### config.mk
export PLATFORM = sky130hd
export DESIGN_NAME = tcc_channels
export DESIGN_NICKNAME = d
export VERILOG_FILES = /design/src/hw/tcc_pkg.sv /design/src/hw/tcc_channels.sv
export SDC_FILE = /design/constraint.sdc
export NUM_CORES = 1
export LEC_CHECK = 0
export BUFFER_PORTS_ARGS = -buffer_cell sky130_fd_sc_hd__buf_2
export CAP_MARGIN = 20
export CORE_ASPECT_RATIO = 0.75
export CORE_MARGIN = 1.5
export CORE_UTILIZATION = 61
export CTS_CLUSTER_DIAMETER = 40
export CTS_CLUSTER_SIZE = 12
export DETAILED_ROUTE_END_ITERATION = 16
export GPL_TIMING_DRIVEN = 0
export HOLD_SLACK_MARGIN = 0.06
export PLACE_DENSITY = 0.9
export SLEW_MARGIN = 20
export SYNTH_ARGS = -nofsm -noshare
export SYNTH_HDL_FRONTEND = slang
export SYNTH_SLANG_ARGS = --single-unit
### constraint.sdc
create_clock -name clk -period 10.6 [get_ports clk]
set_input_delay 1.59 -clock clk [delete_from_list [all_inputs] [get_ports clk]]
set_output_delay 1.59 -clock clk [all_outputs]
set_load 0.03 [all_outputs]
### src/hw/tcc_pkg.sv
// Package for the timer capture and compare channel block: map, fields and codes
package tcc_pkg;

	// ==========================================================
	// Register byte offsets on APB
	localparam logic [7:0] CAP_CTRL_OFFSET = 8'h00;
	localparam logic [7:0] CAP_BUF_OFFSET = 8'h04;
	localparam logic [7:0] CMP_CTRL_OFFSET = 8'h08;
	localparam logic [7:0] CMP_PRIMARY_OFFSET = 8'h0C;
	localparam logic [7:0] CMP_SECONDARY_OFFSET = 8'h10;

	// ==========================================================
	// Field positions in both control registers
	localparam int STOP_IDLE_BIT = 13;
	localparam int CAP_TIMER_SEL_BIT = 7;
	localparam int CAP_PER_IRQ_LSB = 5;
	localparam int CAP_OVERFLOW_BIT = 4;
	localparam int CAP_NOT_EMPTY_BIT = 3;
	localparam int CMP_FAULT_BIT = 4;
	localparam int CMP_TIMER_SEL_BIT = 3;
	localparam int MODE_LSB = 0;

	// ==========================================================
	// Sizes and reset values
	localparam int FIFO_DEPTH = 4;
	localparam logic [2:0] FIFO_COUNT_FULL = 3'h4;
	localparam logic [3:0] PRESCALE_4_LAST = 4'h3;
	localparam logic [3:0] PRESCALE_16_LAST = 4'hF;
	localparam logic [15:0] VALUE_RESET = 16'h0000;
	localparam logic [31:0] READ_ZERO = 32'h00000000;

	// ==========================================================
	// Mode codes
	typedef enum logic [2:0] {
		CAP_OFF = 3'b000,
		CAP_EVERY_EDGE = 3'b001,
		CAP_FALLING = 3'b010,
		CAP_RISING = 3'b011,
		CAP_RISE_4TH = 3'b100,
		CAP_RISE_16TH = 3'b101,
		CAP_UNUSED = 3'b110,
		CAP_WAKE_ONLY = 3'b111
	} tcc_cap_mode_e;

	typedef enum logic [2:0] {
		CMP_OFF = 3'b000,
		CMP_SET_HIGH = 3'b001,
		CMP_SET_LOW = 3'b010,
		CMP_TOGGLE = 3'b011,
		CMP_SINGLE_PULSE = 3'b100,
		CMP_PULSE_TRAIN = 3'b101,
		CMP_PWM = 3'b110,
		CMP_PWM_FAULT = 3'b111
	} tcc_cmp_mode_e;

	// ==========================================================
	// Writable control fields
	typedef struct packed {
		logic stop_in_idle;
		logic timer_select;
		logic [1:0] captures_per_interrupt;
		tcc_cap_mode_e mode;
	} tcc_cap_ctrl_s;

	typedef struct packed {
		logic stop_in_idle;
		logic timer_select;
		tcc_cmp_mode_e mode;
	} tcc_cmp_ctrl_s;

	localparam tcc_cap_ctrl_s CAP_CTRL_RESET = '{1'b0, 1'b0, 2'b00, CAP_OFF};
	localparam tcc_cmp_ctrl_s CMP_CTRL_RESET = '{1'b0, 1'b0, CMP_OFF};

endpackage

### src/hw/tcc_channels.sv
// One capture channel and one compare channel on two shared timers, APB slave
//
// Contract
// - Qualifying capture event stores selected 16-bit timer count.
// - Capture modes 011 rising, 010 falling, 001 both edges.
// - Mode 101 captures every 16th rising edge, 100 every 4th.
// - Capture modes 000 and 110 leave the channel disabled.
// - Mode 111: rising edge only wakes/interrupts during sleep or idle.
// - Interrupt after 1..4 captures; every-edge mode interrupts each capture.
// - Capture timer select set takes first timer, clear takes second.
// - Four-entry first-in first-out buffer of capture values.
// - Read-only overflow flag, set by hardware, cleared by hardware.
// - Read-only not-empty flag shows unread values remain.
// - Stop-in-idle bit halts channel while CPU is idle; compare_output_pin is not halted and still loads next_pin or the fault low.
// - Compare timer select set takes second timer, clear takes first.
// - Mode 001 starts low, goes high on match, interrupts then.
// - Mode 010 starts high, goes low on match, interrupts then.
// - Mode 011 keeps level, toggles each match, interrupts each edge.
// - Mode 100 starts low, one pulse from both values, interrupt on fall.
// - Mode 101 starts low, repeating pulses, interrupt each fall.
// - Mode 110 PWM, starts high unless primary zero, no interrupt.
// - Mode 111 PWM with fault input, interrupt on fault falling edge.
// - Read-only fault status set by hardware fault, cleared by hardware.
// - Compare mode 000 hands the pin to the port register.
//
// The APB interface to the registers and the placing of the registers were chosen for this implementation.
`timescale 1ns/10ps
module tcc_channels (
	input wire logic clk,
	input wire logic reset,
	input wire logic psel,
	input wire logic penable,
	input wire logic pwrite,
	input wire logic [31:0] paddr,
	input wire logic [31:0] pwdata,
	output logic [31:0] prdata,
	output logic pready,
	output logic pslverr,
	input wire logic [15:0] first_timer_count,
	input wire logic [15:0] second_timer_count,
	input wire logic cpu_idle,
	input wire logic cpu_sleep,
	input wire logic capture_input_pin,
	input wire logic first_fault_input,
	input wire logic port_output_value,
	output logic compare_output_pin,
	output logic capture_interrupt,
	output logic capture_wake,
	output logic compare_interrupt
);

	// ==========================================================
	// APB decode
	tcc_pkg::tcc_cap_ctrl_s cap_ctrl;
	tcc_pkg::tcc_cmp_ctrl_s cmp_ctrl;
	logic [15:0] primary_compare_value;
	logic [15:0] secondary_compare_value;
	logic read_pop_ok;
	wire logic [7:0] reg_addr = paddr[7:0];
	wire logic addr_high_zero = (paddr[31:8] == 24'h000000);
	wire logic hit_cap_ctrl = addr_high_zero && (reg_addr == tcc_pkg::CAP_CTRL_OFFSET);
	wire logic hit_cap_buf = addr_high_zero && (reg_addr == tcc_pkg::CAP_BUF_OFFSET);
	wire logic hit_cmp_ctrl = addr_high_zero && (reg_addr == tcc_pkg::CMP_CTRL_OFFSET);
	wire logic hit_primary = addr_high_zero && (reg_addr == tcc_pkg::CMP_PRIMARY_OFFSET);
	wire logic hit_secondary = addr_high_zero && (reg_addr == tcc_pkg::CMP_SECONDARY_OFFSET);
	wire logic hit_any = hit_cap_ctrl | hit_cap_buf | hit_cmp_ctrl | hit_primary | hit_secondary;
	wire logic setup_phase = psel && !penable;
	wire logic access_phase = psel && penable;
	wire logic wr_cap_ctrl = access_phase && pwrite && hit_cap_ctrl;
	wire logic wr_cmp_ctrl = access_phase && pwrite && hit_cmp_ctrl;
	wire logic wr_primary = access_phase && pwrite && hit_primary;
	wire logic wr_secondary = access_phase && pwrite && hit_secondary;

	// Read data is latched in setup so the answer comes from a flip-flop
	assign pready = access_phase;
	assign pslverr = access_phase && !hit_any;

	// ==========================================================
	// Capture channel
	logic [15:0] fifo_mem [tcc_pkg::FIFO_DEPTH];
	logic [1:0] fifo_wr_ptr;
	logic [1:0] fifo_rd_ptr;
	logic [2:0] fifo_count;
	logic capture_overflow_flag;
	logic capture_pin_prev;
	logic [3:0] prescale_count;
	logic [1:0] irq_count;

	wire logic cap_halted = cap_ctrl.stop_in_idle && cpu_idle;
	wire logic pin_rise = capture_input_pin && !capture_pin_prev;
	wire logic pin_fall = !capture_input_pin && capture_pin_prev;
	wire logic capture_buffer_not_empty = (fifo_count != 3'h0);
	wire logic fifo_full = (fifo_count == tcc_pkg::FIFO_COUNT_FULL);
	wire logic [15:0] cap_timer = cap_ctrl.timer_select ? first_timer_count : second_timer_count;
	wire logic prescale_last_4 = (prescale_count[1:0] == tcc_pkg::PRESCALE_4_LAST[1:0]);
	wire logic prescale_last_16 = (prescale_count == tcc_pkg::PRESCALE_16_LAST);
	logic cap_event;
	always_comb begin
		case (cap_ctrl.mode)
			tcc_pkg::CAP_EVERY_EDGE: cap_event = pin_rise | pin_fall;
			tcc_pkg::CAP_FALLING: cap_event = pin_fall;
			tcc_pkg::CAP_RISING: cap_event = pin_rise;
			tcc_pkg::CAP_RISE_4TH: cap_event = pin_rise && prescale_last_4;
			tcc_pkg::CAP_RISE_16TH: cap_event = pin_rise && prescale_last_16;
			// off, unused and wake-only modes take no capture
			default: cap_event = 1'b0;
		endcase
	end
	wire logic cap_take = cap_event && !cap_halted;
	wire logic cap_push = cap_take && !fifo_full;
	// pop on the completing read of the buffer word
	wire logic cap_pop = access_phase && !pwrite && hit_cap_buf && read_pop_ok;
	wire logic irq_count_done = (irq_count == cap_ctrl.captures_per_interrupt);
	// every-edge mode ignores the count field
	wire logic next_cap_irq = cap_take && ((cap_ctrl.mode == tcc_pkg::CAP_EVERY_EDGE) || irq_count_done);
	// wake and interrupt only in sleep or idle
	wire logic next_wake = (cap_ctrl.mode == tcc_pkg::CAP_WAKE_ONLY) && pin_rise && (cpu_sleep || cpu_idle);

	always_ff @(posedge clk or posedge reset) begin
		if (reset) begin
			capture_pin_prev <= 1'b0;
			prescale_count <= 4'h0;
			irq_count <= 2'b00;
			capture_interrupt <= 1'b0;
			capture_wake <= 1'b0;
		end else begin
			capture_pin_prev <= capture_input_pin;
			capture_interrupt <= next_cap_irq || next_wake;
			capture_wake <= next_wake;
			if (cap_ctrl.mode == tcc_pkg::CAP_OFF) begin
				prescale_count <= 4'h0;
				irq_count <= 2'b00;
			end else if (!cap_halted) begin
				if (pin_rise)
					prescale_count <= 4'(prescale_count + 4'h1);
				if (cap_take)
					irq_count <= irq_count_done ? 2'b00 : 2'(irq_count + 2'b01);
			end
		end
	end

	always_ff @(posedge clk or posedge reset) begin
		if (reset) begin
			fifo_wr_ptr <= 2'b00;
			fifo_rd_ptr <= 2'b00;
			fifo_count <= 3'h0;
		end else begin
			if (cap_push)
				fifo_wr_ptr <= 2'(fifo_wr_ptr + 2'b01);
			if (cap_pop)
				fifo_rd_ptr <= 2'(fifo_rd_ptr + 2'b01);
			if (cap_push && !cap_pop)
				fifo_count <= 3'(fifo_count + 3'h1);
			else if (cap_pop && !cap_push)
				fifo_count <= 3'(fifo_count - 3'h1);
		end
	end

	always_ff @(posedge clk) begin
		if (cap_push)
			fifo_mem[fifo_wr_ptr] <= cap_timer;
	end

	// overflow set by hardware; cleared when the channel is turned off or buffer drained
	always_ff @(posedge clk or posedge reset) begin
		if (reset)
			capture_overflow_flag <= 1'b0;
		else if (cap_take && fifo_full)
			capture_overflow_flag <= 1'b1;
		else if (cap_ctrl.mode == tcc_pkg::CAP_OFF || (cap_pop && fifo_count == 3'h1))
			capture_overflow_flag <= 1'b0;
	end

	// ==========================================================
	// Compare channel
	logic pin_level;
	logic pulse_done;
	logic fault_prev;
	logic compare_fault_status;
	logic [2:0] cmp_mode_prev;
	logic [15:0] pwm_duty;
	logic [15:0] cmp_timer_prev;

	localparam logic [15:0] VALUE_ZERO = tcc_pkg::VALUE_RESET;
	wire logic cmp_halted = cmp_ctrl.stop_in_idle && cpu_idle;
	wire logic [15:0] cmp_timer = cmp_ctrl.timer_select ? second_timer_count : first_timer_count;
	wire logic cmp_entry = (cmp_ctrl.mode != cmp_mode_prev);
	wire logic cmp_timer_moved = (cmp_timer != cmp_timer_prev);
	wire logic match_primary = cmp_timer_moved && (cmp_timer == primary_compare_value);
	wire logic match_secondary = cmp_timer_moved && (cmp_timer == secondary_compare_value);
	wire logic period_start = cmp_timer_moved && (cmp_timer == VALUE_ZERO);
	wire logic fault_fall = fault_prev && !first_fault_input;
	wire logic pwm_start_level = (primary_compare_value != VALUE_ZERO);

	logic next_pin;
	logic next_done;
	logic next_cmp_irq;
	always_comb begin
		next_pin = pin_level;
		next_done = pulse_done;
		next_cmp_irq = 1'b0;
		case (cmp_ctrl.mode)
			tcc_pkg::CMP_SET_HIGH: begin
				if (cmp_entry)
					next_pin = 1'b0;
				else if (match_primary && !pin_level) begin
					next_pin = 1'b1;
					next_cmp_irq = 1'b1;
				end
			end
			tcc_pkg::CMP_SET_LOW: begin
				if (cmp_entry)
					next_pin = 1'b1;
				else if (match_primary && pin_level) begin
					next_pin = 1'b0;
					next_cmp_irq = 1'b1;
				end
			end
			tcc_pkg::CMP_TOGGLE: begin
				if (!cmp_entry && match_primary) begin
					next_pin = !pin_level;
					next_cmp_irq = 1'b1;
				end
			end
			// pulse rises at primary, falls at secondary
			tcc_pkg::CMP_SINGLE_PULSE, tcc_pkg::CMP_PULSE_TRAIN: begin
				if (cmp_entry) begin
					next_pin = 1'b0;
					next_done = 1'b0;
				end else if (!pulse_done) begin
					if (pin_level && match_secondary) begin
						next_pin = 1'b0;
						next_cmp_irq = 1'b1;
						next_done = (cmp_ctrl.mode == tcc_pkg::CMP_SINGLE_PULSE);
					end else if (!pin_level && match_primary)
						next_pin = 1'b1;
				end
			end
			// PWM; duty reloads at the period start
			tcc_pkg::CMP_PWM, tcc_pkg::CMP_PWM_FAULT: begin
				if (cmp_entry)
					next_pin = pwm_start_level;
				else if (period_start)
					next_pin = (secondary_compare_value != VALUE_ZERO);
				else if (cmp_timer_moved && cmp_timer == pwm_duty)
					next_pin = 1'b0;
				if (cmp_ctrl.mode == tcc_pkg::CMP_PWM_FAULT && fault_fall)
					next_cmp_irq = 1'b1;
			end
			default: begin
				next_pin = pin_level;
			end
		endcase
	end

	always_ff @(posedge clk or posedge reset) begin
		if (reset) begin
			pin_level <= 1'b0;
			pulse_done <= 1'b0;
			cmp_mode_prev <= tcc_pkg::CMP_OFF;
			cmp_timer_prev <= VALUE_ZERO;
			pwm_duty <= VALUE_ZERO;
			fault_prev <= 1'b1;
			compare_interrupt <= 1'b0;
		end else begin
			fault_prev <= first_fault_input;
			if (!cmp_halted) begin
				pin_level <= next_pin;
				pulse_done <= next_done;
				cmp_mode_prev <= cmp_ctrl.mode;
				cmp_timer_prev <= cmp_timer;
				compare_interrupt <= next_cmp_irq;
				if (cmp_entry)
					pwm_duty <= primary_compare_value;
				else if (period_start)
					pwm_duty <= secondary_compare_value;
			end else
				compare_interrupt <= 1'b0;
		end
	end

	// fault latch, cleared by hardware when the mode changes or a new period starts
	always_ff @(posedge clk or posedge reset) begin
		if (reset)
			compare_fault_status <= 1'b0;
		else if (cmp_ctrl.mode == tcc_pkg::CMP_PWM_FAULT && !first_fault_input)
			compare_fault_status <= 1'b1;
		else if (cmp_ctrl.mode != tcc_pkg::CMP_PWM_FAULT || period_start)
			compare_fault_status <= 1'b0;
	end

	// port register owns the pin when off; a fault forces the pin low
	always_ff @(posedge clk or posedge reset) begin
		if (reset)
			compare_output_pin <= 1'b0;
		else if (cmp_ctrl.mode == tcc_pkg::CMP_OFF)
			compare_output_pin <= port_output_value;
		else if (compare_fault_status || (cmp_ctrl.mode == tcc_pkg::CMP_PWM_FAULT && !first_fault_input))
			compare_output_pin <= 1'b0;
		else
			compare_output_pin <= next_pin;
	end

	// ==========================================================
	// Register writes
	// control writes take effect at once; software must stop the timer first
	always_ff @(posedge clk or posedge reset) begin
		if (reset) begin
			cap_ctrl <= tcc_pkg::CAP_CTRL_RESET;
			cmp_ctrl <= tcc_pkg::CMP_CTRL_RESET;
			primary_compare_value <= VALUE_ZERO;
			secondary_compare_value <= VALUE_ZERO;
		end else begin
			if (wr_cap_ctrl) begin
				cap_ctrl.stop_in_idle <= pwdata[tcc_pkg::STOP_IDLE_BIT];
				cap_ctrl.timer_select <= pwdata[tcc_pkg::CAP_TIMER_SEL_BIT];
				cap_ctrl.captures_per_interrupt <= pwdata[tcc_pkg::CAP_PER_IRQ_LSB +: 2];
				cap_ctrl.mode <= tcc_pkg::tcc_cap_mode_e'(pwdata[tcc_pkg::MODE_LSB +: 3]);
			end
			if (wr_cmp_ctrl) begin
				cmp_ctrl.stop_in_idle <= pwdata[tcc_pkg::STOP_IDLE_BIT];
				cmp_ctrl.timer_select <= pwdata[tcc_pkg::CMP_TIMER_SEL_BIT];
				cmp_ctrl.mode <= tcc_pkg::tcc_cmp_mode_e'(pwdata[tcc_pkg::MODE_LSB +: 3]);
			end
			if (wr_primary)
				primary_compare_value <= pwdata[15:0];
			if (wr_secondary)
				secondary_compare_value <= pwdata[15:0];
		end
	end

	// ==========================================================
	// Register reads
	logic [31:0] read_word;
	always_comb begin
		read_word = tcc_pkg::READ_ZERO;
		if (hit_cap_ctrl) begin
			read_word[tcc_pkg::STOP_IDLE_BIT] = cap_ctrl.stop_in_idle;
			read_word[tcc_pkg::CAP_TIMER_SEL_BIT] = cap_ctrl.timer_select;
			read_word[tcc_pkg::CAP_PER_IRQ_LSB +: 2] = cap_ctrl.captures_per_interrupt;
			read_word[tcc_pkg::CAP_OVERFLOW_BIT] = capture_overflow_flag;
			read_word[tcc_pkg::CAP_NOT_EMPTY_BIT] = capture_buffer_not_empty;
			read_word[tcc_pkg::MODE_LSB +: 3] = cap_ctrl.mode;
		end else if (hit_cap_buf) begin
			// Empty buffer reads as zero and frees nothing
			if (capture_buffer_not_empty)
				read_word[15:0] = fifo_mem[fifo_rd_ptr];
		end else if (hit_cmp_ctrl) begin
			read_word[tcc_pkg::STOP_IDLE_BIT] = cmp_ctrl.stop_in_idle;
			read_word[tcc_pkg::CMP_FAULT_BIT] = compare_fault_status;
			read_word[tcc_pkg::CMP_TIMER_SEL_BIT] = cmp_ctrl.timer_select;
			read_word[tcc_pkg::MODE_LSB +: 3] = cmp_ctrl.mode;
		end else if (hit_primary)
			read_word[15:0] = primary_compare_value;
		else if (hit_secondary)
			read_word[15:0] = secondary_compare_value;
	end

	// Pop only what was actually shown, so a capture landing mid-read is not lost
	always_ff @(posedge clk or posedge reset) begin
		if (reset) begin
			prdata <= tcc_pkg::READ_ZERO;
			read_pop_ok <= 1'b0;
		end else if (setup_phase) begin
			prdata <= read_word;
			read_pop_ok <= capture_buffer_not_empty;
		end
	end

endmodule

Word-level counts from Yosys, hierarchy flattened. Memory sizes are Yosys's and may differ from the RTL's. Index checks and enable logic that the tools add are counted.

$add $sub $neg: 6. Bitwise logic cells: 6. Reductions and logical operators: 80. Equality and inequality tests: 29. Mux-type cells: 60.

Operators with widths (number): $mux W16 (8); $eq A16 B16 Y1 (3); $logic_and A1 B1 Y1 (42); $mux W1 (34); $reduce_bool A16 Y1 (2); $eq A3 B3 Y1 const B (8); $logic_not A24 Y1 (1); $eq A8 B4 Y1 const B (2); $logic_not A16 Y1 (1); $mux W8 (2); $ne A16 B16 Y1 (1); $pmux W1 S5 (3); $eq A3 B2 Y1 const B (4); $logic_not A1 Y1 (12); $mux W2 (6); $mux W4 (3); $reduce_bool A2 Y1 (6); $mux W5 (2); $eq A3 B1 Y1 const B (3); $eq A8 B3 Y1 const B (1); $eq A8 B5 Y1 const B (1); $logic_not A8 Y1 (1); $reduce_and A2 Y1 (4); $add A2 B1 Y2 const B (3); other kinds (16) (28).

Flip-flop bits (word level): 119. Input bits: 106. Memories kept: 1. RAM bits: 64. Word-level logic and storage cells: 211.

Memory list: fifo_mem (words 4, bits a word 16, read ports 1, clocked after Yosys merged registers in 0, write ports 1, line tcc_channels.sv:80) `logic [15:0] fifo_mem [tcc_pkg::FIFO_DEPTH];`.

Longest topological paths before layout.
Depth after elaboration: 11. Gate-level depth with buffers: 10.

Worst setup path after synthesis. No wires, ideal clock.

Kind: input-to-output. Start point: input paddr[11]. End point: output pslverr. Data arrival time: 3.070 ns. Setup slack: 5.940 ns. Required time: 9.010 ns. Stages on the path: 5. Path through: nor4_1 > nand4_1 > nor3_1 > clkbuf_1 > nor3_1.

Longest elaborated chain between the ends: 8. Elaborated cells on any way between the ends: 12. Classes of those cells: bitwise (4); reduce/logical (8).

RTL lines: from (decl) (line tcc_channels.sv:34) `input wire logic [31:0] paddr,`; $logic_not A24 Y1 * (line tcc_channels.sv:60) `wire logic addr_high_zero = (paddr[31:8] == 24'h000000);`; $logic_and A1 B1 Y1, on equally long branches (line tcc_channels.sv:61, tcc_channels.sv:62); $or A1 B1 Y1 (3 in series) (line tcc_channels.sv:66) `wire logic hit_any = hit_cap_ctrl | hit_cap_buf | hit_cmp_ctrl | hit_primary | hit_secondary;`; $or A1 B1 Y1 * (line tcc_channels.sv:66); $logic_not A1 Y1 * (line tcc_channels.sv:76) `assign pslverr = access_phase && !hit_any;`; $logic_and A1 B1 Y1 * (line tcc_channels.sv:76); to (decl) (line tcc_channels.sv:38) `output logic pslverr,`.

Mark *: on every way between the ends. The rest lies on a longest branch, timed or not.

Final worst setup path. Ends and elaborated chain as after synthesis.

==> summary.txt <==
Detailed routing
  • Routed Wire Length: 25610 um
  • Number of antenna-violating nets in the routed design: 0
  • Detailed Route Iter0 Violations: 966
  • Vias per inst: 6.428
  • Drt pass-1 iters: 8
  • WL per Instance: 23.05 um
  • DRC Markers: 0
  • Via Count: a little over 7k

Synthesis
  • Yosys top cell area share: 0.3143
  • Async SR Flop Fraction: 0.6503
  • Synth Warn #: 0
  • Largest cells by area after synthesis: dfrtp_1, edfxtp_1, mux2_2, xnor2_1, mux2i_4
  • Synth Cell Area: 9395 um2
  • Top FF cell, synth: dfrtp_1
  • Synth cell types: 64
  • Sequential fraction of the synthesis area: 0.5216
  • Largest area contributor in the netlist: dfrtp_1
  • EDFF count, synth: between 60 and 70
  • Syn_area_per_cell: about 13 um2
  • Yosys reg bits: 183
  • Cells after synthesis: approximately 750

Global route
  • First-pass GRT wire length: 39210 um
  • GRT Overall Usage: 0.3268
  • Antenna violations before repair: 0
  • Vias in the first global route: between 6k and 7k
  • Largest net degree at the start of global routing: 66
  • Overflow after GRT: 0

Final layout
  • Post-route cell area: 10920 um2
  • Sequential cell area: ~5000 um2
  • Footprint of the multi-input gates: about 4200 um2
  • Layout area overhead: 16.21%
  • # diodes: 0
  • Fillers: around 1.0k
  • Post-layout net count: 1011
  • Post-Layout Cell Count: 1111
  • Ratio of cells with drive above 1 in the final layout: 0.3113

STA
  • Fin crit share: 0.5026
  • Fmax: 187.7 MHz
  • Min Hold Slack: 536.5 ps
  • Max Slew Vio Count: 0
  • Post-route minimum period: between 5000 and 6000 ps
  • Final hold vios: 0
  • PnR worst setup slack: 5273 ps
  • TNS Setup: 0 ps
  • RSZ-0062 raised after global routing: no
  • Max-slew headroom: 0.2794
  • Skew final: 9.531 ps
  • Setup Viol. Count Final: 0
  • Worst Tran Pin Value: 1073 ps

Place
  • Placed Cells: 1079
  • Routability cong.: 0.9350
  • Post-DP HPWL: 18000 um
  • Area after DPL: 10300 um2
  • Port Buf Inserts: 111
  • Setup WS pre-CTS: 5015 ps

Power
  • Pleak: 4.475 nW
  • Pwr Density: 141.5 nW/um2
  • Peak supply drop: 96.45 uV

Clock network
  • Sink count of the clock tree: 183
  • Root Driver: clkbuf_16
  • Number of hold buffers added after CTS: 0
  • CTS tree: done
  • Clock transition at path regs: 70 ps
  • CTS buffer count: 17
  • Post_cts resized: 0
  • H-tree depth: 4
  • Clock latency at the later pin of the worst-skew pair: 460 ps
  • Clock Path Buffers: 2
  • Post-CTS Setup Inserts: 0

Setup path
  • Worst setup EP type: primary output
  • Req. time, crit path: 9010 ps
  • CP Data Arrival Time: between 3000 and 4000 ps
  • Critical Path Source Type: input port
  • Critical path fanouts, max: 10
  • Kind of critical path: input port to primary output

Floorplanning
  • Core Area: between 15000 and 20000 um2
  • Die outline width: 146.3 um
  • # IOs: 144
  • Die area: approximately 16000 um2
  • Die height: 110.5 um
  • Initial core utilization: 0.6211
  • Row count: 39

Min path
  • HP Class: flip-flop to flip-flop

Outcome
  • Outcome: finished, final reports clean

Run
  • Max-Cap Viols: 0
[logic make-up after synthesis]
logic type      Yosys count  synth area share
other cells               1         0.0003991
fa+ha+maj                12           0.01598
xor+xnor                 78           0.07351
mux                     116            0.1745
simple gates            175           0.09895
compound gates          116           0.07658
flops                   183            0.5216
buf+inv                  66           0.03849
[path summary, 6_finish.rpt]
check	endpoint	depth (start not counted)	start	slack [ps]
worst min-delay path	cmp_mode_prev[0]	1	cmp_mode_prev[0]	540
worst max register to register	pwm_duty[8]	8	cmp_ctrl[3]	7370
worst min register to register	cmp_mode_prev[0]	1	cmp_mode_prev[0]	540
min in group asynchronous	prescale_count[3]	2	reset	1180
max in group asynchronous	secondary_compare_value[10]	3	reset	8700
worst max-delay path	pslverr	7	paddr[11]	5270
[stage by stage]
stage / utilization / power, mW
2_1_floorplan: - / 0.8415
3_3_place_gp: 0.6785 / 0.8904
3_5_place_dp: 0.6806 / 0.8961
4_1_cts: 0.7214 / 1.544
5_1_grt: 0.7218 / 1.584
6_report: 0.7218 / 1.545
[registers in the layout (all words and copies together), names as in the netlist, 2 cells and up]
| name | count |
|---|---|
| fifo_mem | 64 |
| cmp_timer_prev | 16 |
| prdata | 16 |
| primary_compare_value | 16 |
| pwm_duty | 16 |
| secondary_compare_value | 16 |
| cap_ctrl | 7 |
| cmp_ctrl | 5 |
| prescale_count | 4 |
| cmp_mode_prev | 3 |
| fifo_count | 3 |
| fifo_rd_ptr | 2 |
| fifo_wr_ptr | 2 |
| irq_count | 2 |
[per-layer routing]
metal | part of all wire | global-route usage | wire length, um
met5 | 0 | 0 | 0
met2 | 0.46 | 0.4961 | 11740
met4 | 0.045 | 0.1556 | 1142
met1 | 0.38 | 0.4536 | 9722
met3 | 0.12 | 0.06901 | 3001
[final cells by class]
cell class	count	area share
Timing Repair Buffer	112	0.05340
Tap cell	205	0.02349
Sequential cell	183	0.4489
Multi-Input combinational cell	513	0.3841
Inverter	15	0.005615
Clock inverter	15	0.01753
Clock buffer	17	0.03896
Buffer	51	0.02796
[power by group]
group,switching (mW),internal (mW)
clock,0.318,0.343
combinational,0.0862,0.0471
sequential,0.00855,0.743
[cells in the mapped netlist, types with 16 or more instances]
| cell type | n |
|---|---|
| a21oi_1 | 61 |
| buf_4 | 18 |
| clkbuf_1 | 24 |
| dfrtp_1 | 118 |
| edfxtp_1 | 64 |
| mux2_2 | 62 |
| mux2i_1 | 22 |
| mux2i_4 | 16 |
| mux4_2 | 16 |
| nand2_1 | 25 |
| nor2_1 | 67 |
| nor4_1 | 23 |
| xnor2_1 | 54 |
| xor2_1 | 23 |
[placed cells by master, fill, tap and decap left out, types with 7 or more instances in the layout]
cell       count
buf_4         18
nor4_1        23
nor2_1        67
nand4_1       13
buf_2        115
mux2i_4       16
inv_1         14
dfrtp_1      118
a21oi_1       61
o21ai_0       15
mux2i_1       22
mux4_2        16
conb_1        16
clkbuf_1      24
mux2_2        62
a222oi_1      11
xor2_1        23
nand2_1       25
inv_8          7
xnor2_1       54
clkbuf_16     17
edfxtp_1      64
nor3_1        12
ha_1          12
[critical path, stage by stage]
cell and delay, ps:
buf_2 90, nor4_1 320, nand4_1 220, nor3_2 650
clkbuf_1 580, nor3_1 80, buf_2 200
No activity file was read; power rests on OpenSTA's default activity.
